--- config.mk ---
export PLATFORM = sky130hd
export DESIGN_NAME = nps_step_one
export DESIGN_NICKNAME = d
export VERILOG_FILES = /design/src/nps_pkg.sv /design/src/nps_step_one.sv
export VERILOG_INCLUDE_DIRS = /design/src
export SDC_FILE = /design/constraint.sdc
export NUM_CORES = 2
export LEC_CHECK = 0
export BUFFER_PORTS_ARGS = -buffer_cell sky130_fd_sc_hd__buf_2
export CORE_MARGIN = 2
export CORE_UTILIZATION = 30
export DETAILED_ROUTE_END_ITERATION = 12
export GPL_ROUTABILITY_DRIVEN = 0
export SLEW_MARGIN = 15
export SYNTH_ARGS = -nofsm -noshare
export SYNTH_HDL_FRONTEND = slang
export SYNTH_SLANG_ARGS = --single-unit
--- constraint.sdc ---
create_clock -name hclk -period 17.2 [get_ports hclk]
set_input_delay 3.44 -clock hclk [delete_from_list [all_inputs] [get_ports hclk]]
set_output_delay 3.44 -clock hclk [all_outputs]
set_load 0.03 [all_outputs]
--- src/nps_params.svh ---
// constants of the negative-sequence step one reset and supervision block
`ifndef NPS_PARAMS_SVH
`define NPS_PARAMS_SVH

`define NPS_CLK_PERIOD_NS      10
`define NPS_CYCLE_TIME_US      1000
`define NPS_CYCLE_CLKS         ((`NPS_CYCLE_TIME_US * 1000) / `NPS_CLK_PERIOD_NS)

`define NPS_OFF_CTRL           8'h00
`define NPS_OFF_PICKUP_LIMIT   8'h04
`define NPS_OFF_RESET_LIMIT    8'h08
`define NPS_OFF_TRIP_DELAY     8'h0C
`define NPS_OFF_TRIP_RST_DLY   8'h10
`define NPS_OFF_PICK_RST_DLY   8'h14
`define NPS_OFF_MIN_START      8'h18
`define NPS_OFF_NOMINAL        8'h1C
`define NPS_OFF_STATUS         8'h20
`define NPS_OFF_TRIP_COUNT     8'h24

`define NPS_CTRL_RCURVE_LSB    0
`define NPS_CTRL_TCURVE_LSB    4
`define NPS_CTRL_IMMED_BIT     8
`define NPS_CTRL_REF_BIT       9
`define NPS_CTRL_VR_BIT        10
`define NPS_CTRL_HARM_LSB      11

`define NPS_RST_CTRL           16'h0000
`define NPS_RST_PICKUP_LIMIT   16'h0064
`define NPS_RST_RESET_LIMIT    16'h005F
`define NPS_RST_TRIP_DELAY     32'h0000_03E8
`define NPS_RST_TRIP_RST_DLY   32'h0000_0000
`define NPS_RST_PICK_RST_DLY   32'h0000_0000
`define NPS_RST_MIN_START      16'h0000
`define NPS_RST_NOMINAL        16'h0001

`define NPS_PCT_FULL           32'h0000_0064
`define NPS_THERM_RESET_K      32'h0000_002D

`endif

--- src/nps_pkg.sv ---
// types of the negative-sequence step one reset and supervision block
package nps_pkg;

  typedef enum logic [3:0] {
    NPS_CURVE_DEFINITE = 4'h0,
    NPS_CURVE_ANSI_NI  = 4'h1,
    NPS_CURVE_ANSI_VI  = 4'h2,
    NPS_CURVE_ANSI_EI  = 4'h3,
    NPS_CURVE_IEC_NI   = 4'h4,
    NPS_CURVE_IEC_VI   = 4'h5,
    NPS_CURVE_IEC_LI   = 4'h6,
    NPS_CURVE_IEC_EI   = 4'h7,
    NPS_CURVE_THERM_FL = 4'h8,
    NPS_CURVE_THERM_IT = 4'h9,
    NPS_CURVE_THERM_I2 = 4'hA,
    NPS_CURVE_THERM_I4 = 4'hB
  } nps_curve_e;

  typedef enum logic [1:0] {
    NPS_HARM_OFF  = 2'h0,
    NPS_HARM_2H   = 2'h1,
    NPS_HARM_5H   = 2'h2,
    NPS_HARM_2H5H = 2'h3
  } nps_harm_e;

  typedef struct packed {
    logic [15:0] negative_sequence;
    logic [15:0] nps_ratio_pct;
    logic [15:0] phase_a;
    logic [15:0] phase_b;
    logic [15:0] phase_c;
    logic        harm2_excess;
    logic        harm5_excess;
    logic [7:0]  vr_factor;
  } nps_meas_s;

  typedef struct packed {
    logic [3:0]  reset_curve_select;
    logic [3:0]  trip_curve_select;
    logic        immediate_trip_reset_enable;
    logic        reference_select;
    logic        voltage_restraint_enable;
    logic [1:0]  harmonic_block_select;
  } nps_ctrl_s;

endpackage : nps_pkg

--- src/nps_step_one.sv ---
// reset characteristic, reset timers and supervision of negative-sequence step one
//
// Behaviour
// reset curve is definite time, seven inverse curves, or thermal
// definite-time trip curve allows only definite-time reset curve
// inverse or thermal trip curve allows definite or inverse/thermal reset
// four thermal reset shapes: flat, IT, I2T, I4T; all four share NPS_THERM_RESET_K and reset alike
// definite reset: stored trip counter follows the pickup-reset delay
// inverse/thermal reset: stored trip counter follows the trip-reset delay
// inverse reset with immediate option clears trip below reset limit
// definite reset with zero trip-reset delay clears trip immediately
// pickup drops below both limits: clear pickup, start pickup-reset timer
// ratio reference compares percentage directly, else percent of nominal current
// definite reset uses constant trip-reset delay setting
// inverse reset recalculates trip-reset delay each cycle, setting scales time
// trip clears once trip-reset delay fully elapsed
// pickup-reset delay applies only with definite reset curve
// trip counter frozen while pickup-reset timer runs
// pickup-reset expiry before trip clears stored trip counter
// harmonic blocking of pickup: off, 2nd, 5th or either
// voltage restraint scales pickup and reset limits when enabled
// all phases below minimum start current block step, flag asserted
// pickup and trip timer start when quantity exceeds pickup limit
// below pickup limit before trip: timer stops, keeps value
// pickup with elapsed trip delay asserts trip
// everything evaluated once per protection cycle, delays in cycles
`timescale 1ns/1ps
`include "nps_params.svh"

module nps_step_one
  import nps_pkg::*;
#(
  parameter int unsigned CYCLE_CLKS = `NPS_CYCLE_CLKS
) (
  input  wire logic        hclk,
  input  wire logic        hresetn,
  input  wire logic        hsel,
  input  wire logic [31:0] haddr,
  input  wire logic [1:0]  htrans,
  input  wire logic        hwrite,
  input  wire logic [2:0]  hsize,
  input  wire logic [31:0] hwdata,
  input  wire logic        hready,
  output logic      [31:0] hrdata,
  output logic             hreadyout,
  output logic             hresp,
  input  wire nps_meas_s   meas,
  output logic             pickup_flag,
  output logic             trip_flag,
  output logic             step_blocked_flag
);

  function automatic logic is_definite(input logic [3:0] c);
    return c == NPS_CURVE_DEFINITE;
  endfunction : is_definite

  function automatic logic is_legal_curve(input logic [3:0] c);
    return c <= NPS_CURVE_THERM_I4;
  endfunction : is_legal_curve

  // quantity above a limit, limit in percent of nominal or direct percent
  function automatic logic exceeds(input logic [15:0] q, input logic [15:0] lim,
                                   input logic [15:0] nom, input logic ratio);
    logic [31:0] lhs;
    logic [31:0] rhs;
    lhs = {16'h0000, q};
    rhs = {16'h0000, lim};
    if (!ratio) begin
      lhs = lhs * `NPS_PCT_FULL;
      rhs = rhs * {16'h0000, nom};
    end
    return lhs > rhs;
  endfunction : exceeds

  function automatic logic below(input logic [15:0] q, input logic [15:0] lim,
                                 input logic [15:0] nom, input logic ratio);
    logic [31:0] lhs;
    logic [31:0] rhs;
    lhs = {16'h0000, q};
    rhs = {16'h0000, lim};
    if (!ratio) begin
      lhs = lhs * `NPS_PCT_FULL;
      rhs = rhs * {16'h0000, nom};
    end
    return lhs < rhs;
  endfunction : below

  // voltage restraint sensitises a limit by factor/256
  function automatic logic [15:0] vr_scale(input logic [15:0] lim, input logic en,
                                           input logic [7:0] f);
    logic [23:0] p;
    p = {8'h00, lim} * {16'h0000, f};
    return en ? p[23:8] : lim;
  endfunction : vr_scale

  // per-curve reset time constant, multiplied by the setting
  function automatic logic [31:0] curve_k(input logic [3:0] c);
    logic [31:0] k;
    k = 32'h0000_0001;
    unique case (c)
      NPS_CURVE_ANSI_NI:  k = 32'h0000_0005;
      NPS_CURVE_ANSI_VI:  k = 32'h0000_0004;
      NPS_CURVE_ANSI_EI:  k = 32'h0000_0006;
      NPS_CURVE_IEC_NI:   k = 32'h0000_0002;
      NPS_CURVE_IEC_VI:   k = 32'h0000_0003;
      NPS_CURVE_IEC_LI:   k = 32'h0000_0008;
      NPS_CURVE_IEC_EI:   k = 32'h0000_0007;
      NPS_CURVE_THERM_FL, NPS_CURVE_THERM_IT,
      NPS_CURVE_THERM_I2, NPS_CURVE_THERM_I4: k = `NPS_THERM_RESET_K;
      default:            k = 32'h0000_0001;
    endcase
    return k;
  endfunction : curve_k

  nps_ctrl_s   ctrl;
  logic [15:0] pickup_limit;
  logic [15:0] reset_limit;
  logic [31:0] trip_delay_multiplier;
  logic [31:0] trip_reset_delay;
  logic [31:0] pickup_reset_delay;
  logic [15:0] min_start_current;
  logic [15:0] nominal_current;

  // AHB-Lite slave
  logic       dp_write;
  logic [7:0] dp_addr;
  logic       ap_valid;
  logic [3:0] wr_rcurve;
  logic [3:0] wr_tcurve;

  assign ap_valid = hsel && htrans[1] && hready;

  always_ff @(posedge hclk or negedge hresetn) begin
    if (!hresetn) begin
      dp_write <= 1'b0;
      dp_addr  <= 8'h00;
    end else begin
      dp_write <= ap_valid && hwrite && (haddr[31:8] == 24'h000000);
      dp_addr  <= haddr[7:0];
    end
  end

  always_ff @(posedge hclk or negedge hresetn) begin
    if (!hresetn) begin
      hreadyout <= 1'b0;
      hresp     <= 1'b0;
    end else begin
      hreadyout <= 1'b1;
      hresp     <= 1'b0;
    end
  end

  assign wr_tcurve = is_legal_curve(hwdata[`NPS_CTRL_TCURVE_LSB +: 4]) ?
                     hwdata[`NPS_CTRL_TCURVE_LSB +: 4] : NPS_CURVE_DEFINITE;
  assign wr_rcurve = (is_definite(wr_tcurve) ||
                      !is_legal_curve(hwdata[`NPS_CTRL_RCURVE_LSB +: 4])) ?
                     NPS_CURVE_DEFINITE : hwdata[`NPS_CTRL_RCURVE_LSB +: 4];

  always_ff @(posedge hclk or negedge hresetn) begin
    if (!hresetn) begin
      ctrl                  <= nps_ctrl_s'(`NPS_RST_CTRL);
      pickup_limit          <= `NPS_RST_PICKUP_LIMIT;
      reset_limit           <= `NPS_RST_RESET_LIMIT;
      trip_delay_multiplier <= `NPS_RST_TRIP_DELAY;
      trip_reset_delay      <= `NPS_RST_TRIP_RST_DLY;
      pickup_reset_delay    <= `NPS_RST_PICK_RST_DLY;
      min_start_current     <= `NPS_RST_MIN_START;
      nominal_current       <= `NPS_RST_NOMINAL;
    end else if (dp_write) begin
      unique case (dp_addr)
        `NPS_OFF_CTRL: begin
          ctrl.reset_curve_select          <= wr_rcurve;
          ctrl.trip_curve_select           <= wr_tcurve;
          ctrl.immediate_trip_reset_enable <= hwdata[`NPS_CTRL_IMMED_BIT];
          ctrl.reference_select            <= hwdata[`NPS_CTRL_REF_BIT];
          ctrl.voltage_restraint_enable    <= hwdata[`NPS_CTRL_VR_BIT];
          ctrl.harmonic_block_select       <= hwdata[`NPS_CTRL_HARM_LSB +: 2];
        end
        `NPS_OFF_PICKUP_LIMIT: pickup_limit          <= hwdata[15:0];
        `NPS_OFF_RESET_LIMIT:  reset_limit           <= hwdata[15:0];
        `NPS_OFF_TRIP_DELAY:   trip_delay_multiplier <= hwdata;
        `NPS_OFF_TRIP_RST_DLY: trip_reset_delay      <= hwdata;
        `NPS_OFF_PICK_RST_DLY: pickup_reset_delay    <= hwdata;
        `NPS_OFF_MIN_START:    min_start_current     <= hwdata[15:0];
        `NPS_OFF_NOMINAL:      nominal_current       <= hwdata[15:0];
        default: ;
      endcase
    end
  end

  logic [31:0] trip_count;
  logic [31:0] pr_timer;
  logic        pr_running;
  logic [31:0] tr_timer;
  logic [31:0] ir_timer;
  logic [31:0] cyc_cnt;
  logic        tick;

  logic [31:0] ctrl_rd;
  assign ctrl_rd = {19'h00000, ctrl.harmonic_block_select, ctrl.voltage_restraint_enable,
                    ctrl.reference_select, ctrl.immediate_trip_reset_enable,
                    ctrl.trip_curve_select, ctrl.reset_curve_select};

  always_ff @(posedge hclk or negedge hresetn) begin
    if (!hresetn) begin
      hrdata <= 32'h0000_0000;
    end else if (ap_valid && !hwrite && (haddr[31:8] == 24'h000000)) begin
      unique case (haddr[7:0])
        `NPS_OFF_CTRL:         hrdata <= ctrl_rd;
        `NPS_OFF_PICKUP_LIMIT: hrdata <= {16'h0000, pickup_limit};
        `NPS_OFF_RESET_LIMIT:  hrdata <= {16'h0000, reset_limit};
        `NPS_OFF_TRIP_DELAY:   hrdata <= trip_delay_multiplier;
        `NPS_OFF_TRIP_RST_DLY: hrdata <= trip_reset_delay;
        `NPS_OFF_PICK_RST_DLY: hrdata <= pickup_reset_delay;
        `NPS_OFF_MIN_START:    hrdata <= {16'h0000, min_start_current};
        `NPS_OFF_NOMINAL:      hrdata <= {16'h0000, nominal_current};
        `NPS_OFF_STATUS:       hrdata <= {28'h0000000, pr_running, step_blocked_flag,
                                          trip_flag, pickup_flag};
        `NPS_OFF_TRIP_COUNT:   hrdata <= trip_count;
        default:               hrdata <= 32'h0000_0000;
      endcase
    end else begin
      hrdata <= 32'h0000_0000;
    end
  end

  // protection cycle strobe
  always_ff @(posedge hclk or negedge hresetn) begin
    if (!hresetn) begin
      cyc_cnt <= 32'h0000_0000;
      tick    <= 1'b0;
    end else begin
      tick    <= (cyc_cnt == CYCLE_CLKS - 1);
      cyc_cnt <= (cyc_cnt == CYCLE_CLKS - 1) ? 32'h0000_0000 : cyc_cnt + 32'h0000_0001;
    end
  end

  logic [15:0] q;
  logic [15:0] eff_pick;
  logic [15:0] eff_reset;
  logic        over_pick;
  logic        under_pick;
  logic        under_reset;
  logic        harm_block;
  logic        min_block;
  logic        rdef;
  logic [31:0] tr_target;
  logic [31:0] tr_base;

  assign q = ctrl.reference_select ? meas.nps_ratio_pct : meas.negative_sequence;
  assign eff_pick  = vr_scale(pickup_limit, ctrl.voltage_restraint_enable,
                              meas.vr_factor);
  assign eff_reset = vr_scale(reset_limit, ctrl.voltage_restraint_enable,
                              meas.vr_factor);
  assign over_pick   = exceeds(q, eff_pick, nominal_current, ctrl.reference_select);
  assign under_pick  = below(q, eff_pick, nominal_current, ctrl.reference_select);
  assign under_reset = below(q, eff_reset, nominal_current, ctrl.reference_select);
  assign min_block   = below(meas.phase_a, min_start_current, nominal_current, 1'b0) &&
                       below(meas.phase_b, min_start_current, nominal_current, 1'b0) &&
                       below(meas.phase_c, min_start_current, nominal_current, 1'b0);

  always_comb begin
    unique case (ctrl.harmonic_block_select)
      NPS_HARM_OFF:  harm_block = 1'b0;
      NPS_HARM_2H:   harm_block = meas.harm2_excess;
      NPS_HARM_5H:   harm_block = meas.harm5_excess;
      NPS_HARM_2H5H: harm_block = meas.harm2_excess || meas.harm5_excess;
    endcase
  end

  // reset delay: constant for definite, recalculated from quantity otherwise
  assign rdef    = is_definite(ctrl.reset_curve_select);
  assign tr_base = trip_reset_delay * curve_k(ctrl.reset_curve_select);
  always_comb begin
    if (rdef) begin
      tr_target = trip_reset_delay;
    end else if ({q, 2'b00} < {2'b00, eff_reset}) begin
      tr_target = tr_base;
    end else if ({q, 1'b0} < {1'b0, eff_reset}) begin
      tr_target = {tr_base[30:0], 1'b0};
    end else begin
      tr_target = {tr_base[29:0], 2'b00};
    end
  end

  // pickup, trip counter and pickup-reset timer
  always_ff @(posedge hclk or negedge hresetn) begin
    if (!hresetn) begin
      pickup_flag <= 1'b0;
      trip_count  <= 32'h0000_0000;
      pr_running  <= 1'b0;
      pr_timer    <= 32'h0000_0000;
    end else if (tick) begin
      if (min_block || harm_block) begin
        pickup_flag <= 1'b0;
        pr_running  <= 1'b0;
      end else if (over_pick) begin
        pickup_flag <= 1'b1;
        pr_running  <= 1'b0;
        pr_timer    <= 32'h0000_0000;
        if (trip_count < trip_delay_multiplier) begin
          trip_count <= trip_count + 32'h0000_0001;
        end
      end else if (pickup_flag && under_pick && under_reset) begin
        pickup_flag <= 1'b0;
        pr_running  <= rdef;
        pr_timer    <= 32'h0000_0000;
      end else if (!rdef && under_reset && !trip_flag &&
                   ir_timer + 32'h0000_0001 >= tr_target) begin
        trip_count <= 32'h0000_0000;
      end else if (pr_running) begin
        if (pr_timer + 32'h0000_0001 >= pickup_reset_delay) begin
          pr_running <= 1'b0;
          if (!trip_flag) begin
            trip_count <= 32'h0000_0000;
          end
        end else begin
          pr_timer <= pr_timer + 32'h0000_0001;
        end
      end
    end
  end

  // trip flag and trip-reset timer
  always_ff @(posedge hclk or negedge hresetn) begin
    if (!hresetn) begin
      trip_flag <= 1'b0;
      tr_timer  <= 32'h0000_0000;
    end else if (tick) begin
      if (pickup_flag && over_pick && trip_count >= trip_delay_multiplier) begin
        trip_flag <= 1'b1;
        tr_timer  <= 32'h0000_0000;
      end else if (!under_reset) begin
        tr_timer <= 32'h0000_0000;
      end else if (!rdef && ctrl.immediate_trip_reset_enable) begin
        trip_flag <= 1'b0;
        tr_timer  <= 32'h0000_0000;
      end else if (tr_timer + 32'h0000_0001 >= tr_target) begin
        trip_flag <= 1'b0;
        tr_timer  <= 32'h0000_0000;
      end else begin
        tr_timer <= tr_timer + 32'h0000_0001;
      end
    end
  end

  // inverse reset: stored trip counter cleared when the trip-reset delay runs out
  always_ff @(posedge hclk or negedge hresetn) begin
    if (!hresetn) begin
      ir_timer <= 32'h0000_0000;
    end else if (tick) begin
      if (rdef || !under_reset || pickup_flag) begin
        ir_timer <= 32'h0000_0000;
      end else if (ir_timer + 32'h0000_0001 < tr_target) begin
        ir_timer <= ir_timer + 32'h0000_0001;
      end
    end
  end

  // step blocked flag
  always_ff @(posedge hclk or negedge hresetn) begin
    if (!hresetn) begin
      step_blocked_flag <= 1'b0;
    end else if (tick) begin
      step_blocked_flag <= min_block;
    end
  end

endmodule : nps_step_one

==> run metrics <==
Die Y=roughly 490 um; initial antenna violation count=24; Max IR drop VDD=approximately 150 uV; PnR worst setup slack=0.698 ns; largest net degree at the start of global routing=98; CP Class=input port to flip-flop; outcome=finished clean; Seq/Total Area, Yosys=0.132; Routed WL=205 mm; Core Area=0.238 mm^2; max-cap viol count=0; first-iteration detailed-routing DRC count=3999; Gate Count Post-Synth=slightly above 8k; slew margin rel.=0.196; cts hold-fix bufs=0; share of layout cells above drive strength 1=0.0881; Least-Margin Pin Slew=around 1.2 ns; Seq cells post-synth=380; min-delay worst type=flip-flop to flip-flop; syn_area_per_cell=8.78 um^2; Worst path max stage delay=~0.54 ns; commonest non-fill, non-tap cells in the layout=inv_1 (1414), ha_1 (1017), fa_1 (871), nand2_1 (868), and2_1 (560); Syn Nets=10.2k; H-Tree Depth=2; asr flop ratio synth=1.00; Antenna Nets Post-Route=0; DP Area=approximately 0.077 mm^2; Hold Fails Final Rpt=0; clk root buf=clkbuf_16; clk_skew=0.0614 ns; num rows=179; RSZ-0062 raised after global routing=false; num ports=about 200; vias in the first global route=60.9k; Power Total=~0.0054 W; Worst-Skew Late Latency=a little over 0.6 ns; reg2reg path depth=between 50 and 60; Post-synth EDFFs=0; Slowest-stage cell, CP=a2111oi_2; FILL cells=24.8k; final setup fails=0; post-route cell area=0.0785 mm^2; P per Cell Area=roughly 70 mW/mm^2; IO Port Bufs=~200; GR Overflow Total=0; Worst Path Required=17.74 ns; die width=between 400 and 500 um; hold path startpoint=cyc_cnt[4]$_DFF_PN0_; crit path DAT=~17 ns; nets@finish=10.3k; CTS Buffer Depth=3; area grow syn2layout=9.05%; leading cell type in the layout, fill and taps excluded=inv_1; routed vias/inst=slightly above 5; leakage=39.7 nW; Synth Warn #=0; total CTS buffers=46; Slew Viols, Final=0; first-pass GRT wire length=334 mm; gr usage total=0.169; WHS=0.475 ns; Setup Fix Bufs, Post-CTS=0; Worst Setup End Kind=flip-flop; library cells used by synthesis=96; Worst R2R End=pr_running$_DFFE_PN0P_; Post-synth top flop=dfrtp_1; clock sinks=380; Hold Path End=cyc_cnt[4]$_DFF_PN0_; via count=58.0k; PostCTS Resize Cnt=0; maximum clock rate=60.6 MHz; CP startpoint kind=input port; CP most frequent cell=fa_1; wire per inst=roughly 18 um; hold depth=1; Clock transition at path regs=0.06 ns; fin crit share=0.959; crit path max fanout=30; TritonCTS clock tree=built; die area=0.244 mm^2; Post-Place Worst Slack=-0.147 ns; r2r setup slk=3.11 ns; Starting Density=0.302; fin crit period=16.50 ns; Synth Cell Area=0.0720 mm^2; r2r startpoint=reset_limit[4]$_DFFE_PN1P_; # DRC=0; DP Wirelength=approximately 160 mm; Detailed Routing Iterations Pass 1=10
[registers in the layout, summed over array words and instances, names as in the netlist, 32 cells and up]
| signal | count |
|---|---|
| pickup_reset_delay | 32 |
| trip_count | 32 |
| tr_timer | 32 |
| trip_reset_delay | 32 |
| cyc_cnt | 32 |
| pr_timer | 32 |
| ir_timer | 32 |
| trip_delay_multiplier | 32 |
| hrdata | 32 |
[worst max-delay path by stage]
| stage | from | to | slack (ns) | cells past startpoint |
|---|---|---|---|---|
| 2_1_floorplan | meas[2] | trip_count[24]$_DFFE_PN0P_ | 0.85 | 51 |
| 3_3_place_gp | meas[2] | trip_count[26]$_DFFE_PN0P_ | -0.002 | 52 |
| 3_5_place_dp | meas[2] | pr_running$_DFFE_PN0P_ | -0.15 | 52 |
| 4_1_cts | meas[2] | pr_running$_DFFE_PN0P_ | 0.37 | 52 |
| 5_1_grt | meas[6] | trip_count[29]$_DFFE_PN0P_ | 0.01 | 53 |
| 6_report | meas[6] | trip_count[21]$_DFFE_PN0P_ | 0.70 | 53 |
[stage by stage]
step	std cells	setup TNS [ns]	util
3_5_place_dp	11300	-6.95	0.322
4_1_cts	11400	0	0.329
6_report	11400	0	0.330
2_1_floorplan	8197	0	-
3_3_place_gp	11300	-0.00641	0.322
5_1_grt	11400	0	0.329
[cell type report]
type | count | area (um^2) | area share
clock inverters | 24 | 337 | 0.00429
multi-input cells | 6038 | 55900 | 0.712
flip-flops and latches | 380 | 9540 | 0.121
inverters | 1415 | 5310 | 0.0676
repair buffers | 333 | 2140 | 0.0272
well taps | 3167 | 3960 | 0.0505
clock buffers | 62 | 1310 | 0.0167
diodes | 11 | 27.5 | 0.000351
[cell usage after synthesis (12+ instances only)]
library cell	n	area share
o2bb2ai_1	12	0.0015
dfstp_2	16	0.0058
dfrtp_1	364	0.13
a2111oi_0	14	0.0017
nor2_1	276	0.014
a221oi_1	12	0.0015
xnor2_1	198	0.024
nor2b_1	135	0.012
nand4_1	85	0.0074
buf_2	12	0.00083
or2_2	17	0.0015
a22o_1	48	0.0058
a222oi_1	36	0.0050
nand3_1	158	0.011
xor2_1	89	0.011
o21ai_0	217	0.015
o21bai_1	21	0.0022
o21ai_1	16	0.0011
nand2b_1	69	0.0060
o211ai_1	40	0.0042
mux2_2	192	0.030
o21a_1	47	0.0049
or3_1	17	0.0015
o2111ai_1	22	0.0027
o22ai_2	19	0.0033
and2_1	560	0.049
fa_1	871	0.24
a21o_1	126	0.013
mux2i_1	48	0.0067
o31ai_1	35	0.0036
clkbuf_1	335	0.017
and3_1	67	0.0058
a22oi_1	13	0.0014
a31oi_1	75	0.0065
inv_1	1414	0.074
a21oi_1	276	0.019
ha_1	1017	0.18
nor3_1	74	0.0051
a211oi_1	56	0.0058
nor4_1	27	0.0023
nand2_1	868	0.045
[metal layers]
layer	wire length, um	vias up	GRT usage
li1	-	26800	-
met1	87800	29100	0.219
met2	98400	1603	0.291
met3	10300	396	0.0175
met4	8550	2	0.0620
met5	13	-	0
[cells by family (layout without fill, tap and decap cells)]
family | count (synthesis) | after routing | share of synthesized area
multiplexers | 241 | 241 | 0.0369
flip-flops | 380 | 380 | 0.132
AND/OR/NAND/NOR | 2404 | 2404 | 0.167
buffers and inverters | 1779 | 1834 | 0.0936
AO/OA/AOI/OAI | 1216 | 1216 | 0.116
adder cells (fa/ha/maj) | 1888 | 1888 | 0.419
XOR/XNOR | 287 | 287 | 0.0349
other | 2 | 13 | 0.000104
[worst max-delay path, delay by kind of cell]
family                     cells  cell delay (ns)
AOI/OAI and AO/OA             17             3.89
xor gates and xnor gates       1             0.31
adders and majority gates     13             6.02
buffers and inverters         12             1.66
and+or+nand+nor               10             1.66
[power breakdown]
group          internal (W)  switching, W  leakage [nW]  total, W
registers          0.000927     0.0000695          4.65  0.000997
clock network      0.000630      0.000431         0.807   0.00106
logic               0.00123       0.00209          34.2   0.00332
total               0.00279       0.00259          39.7   0.00538
(Power assumes the default switching activity.)
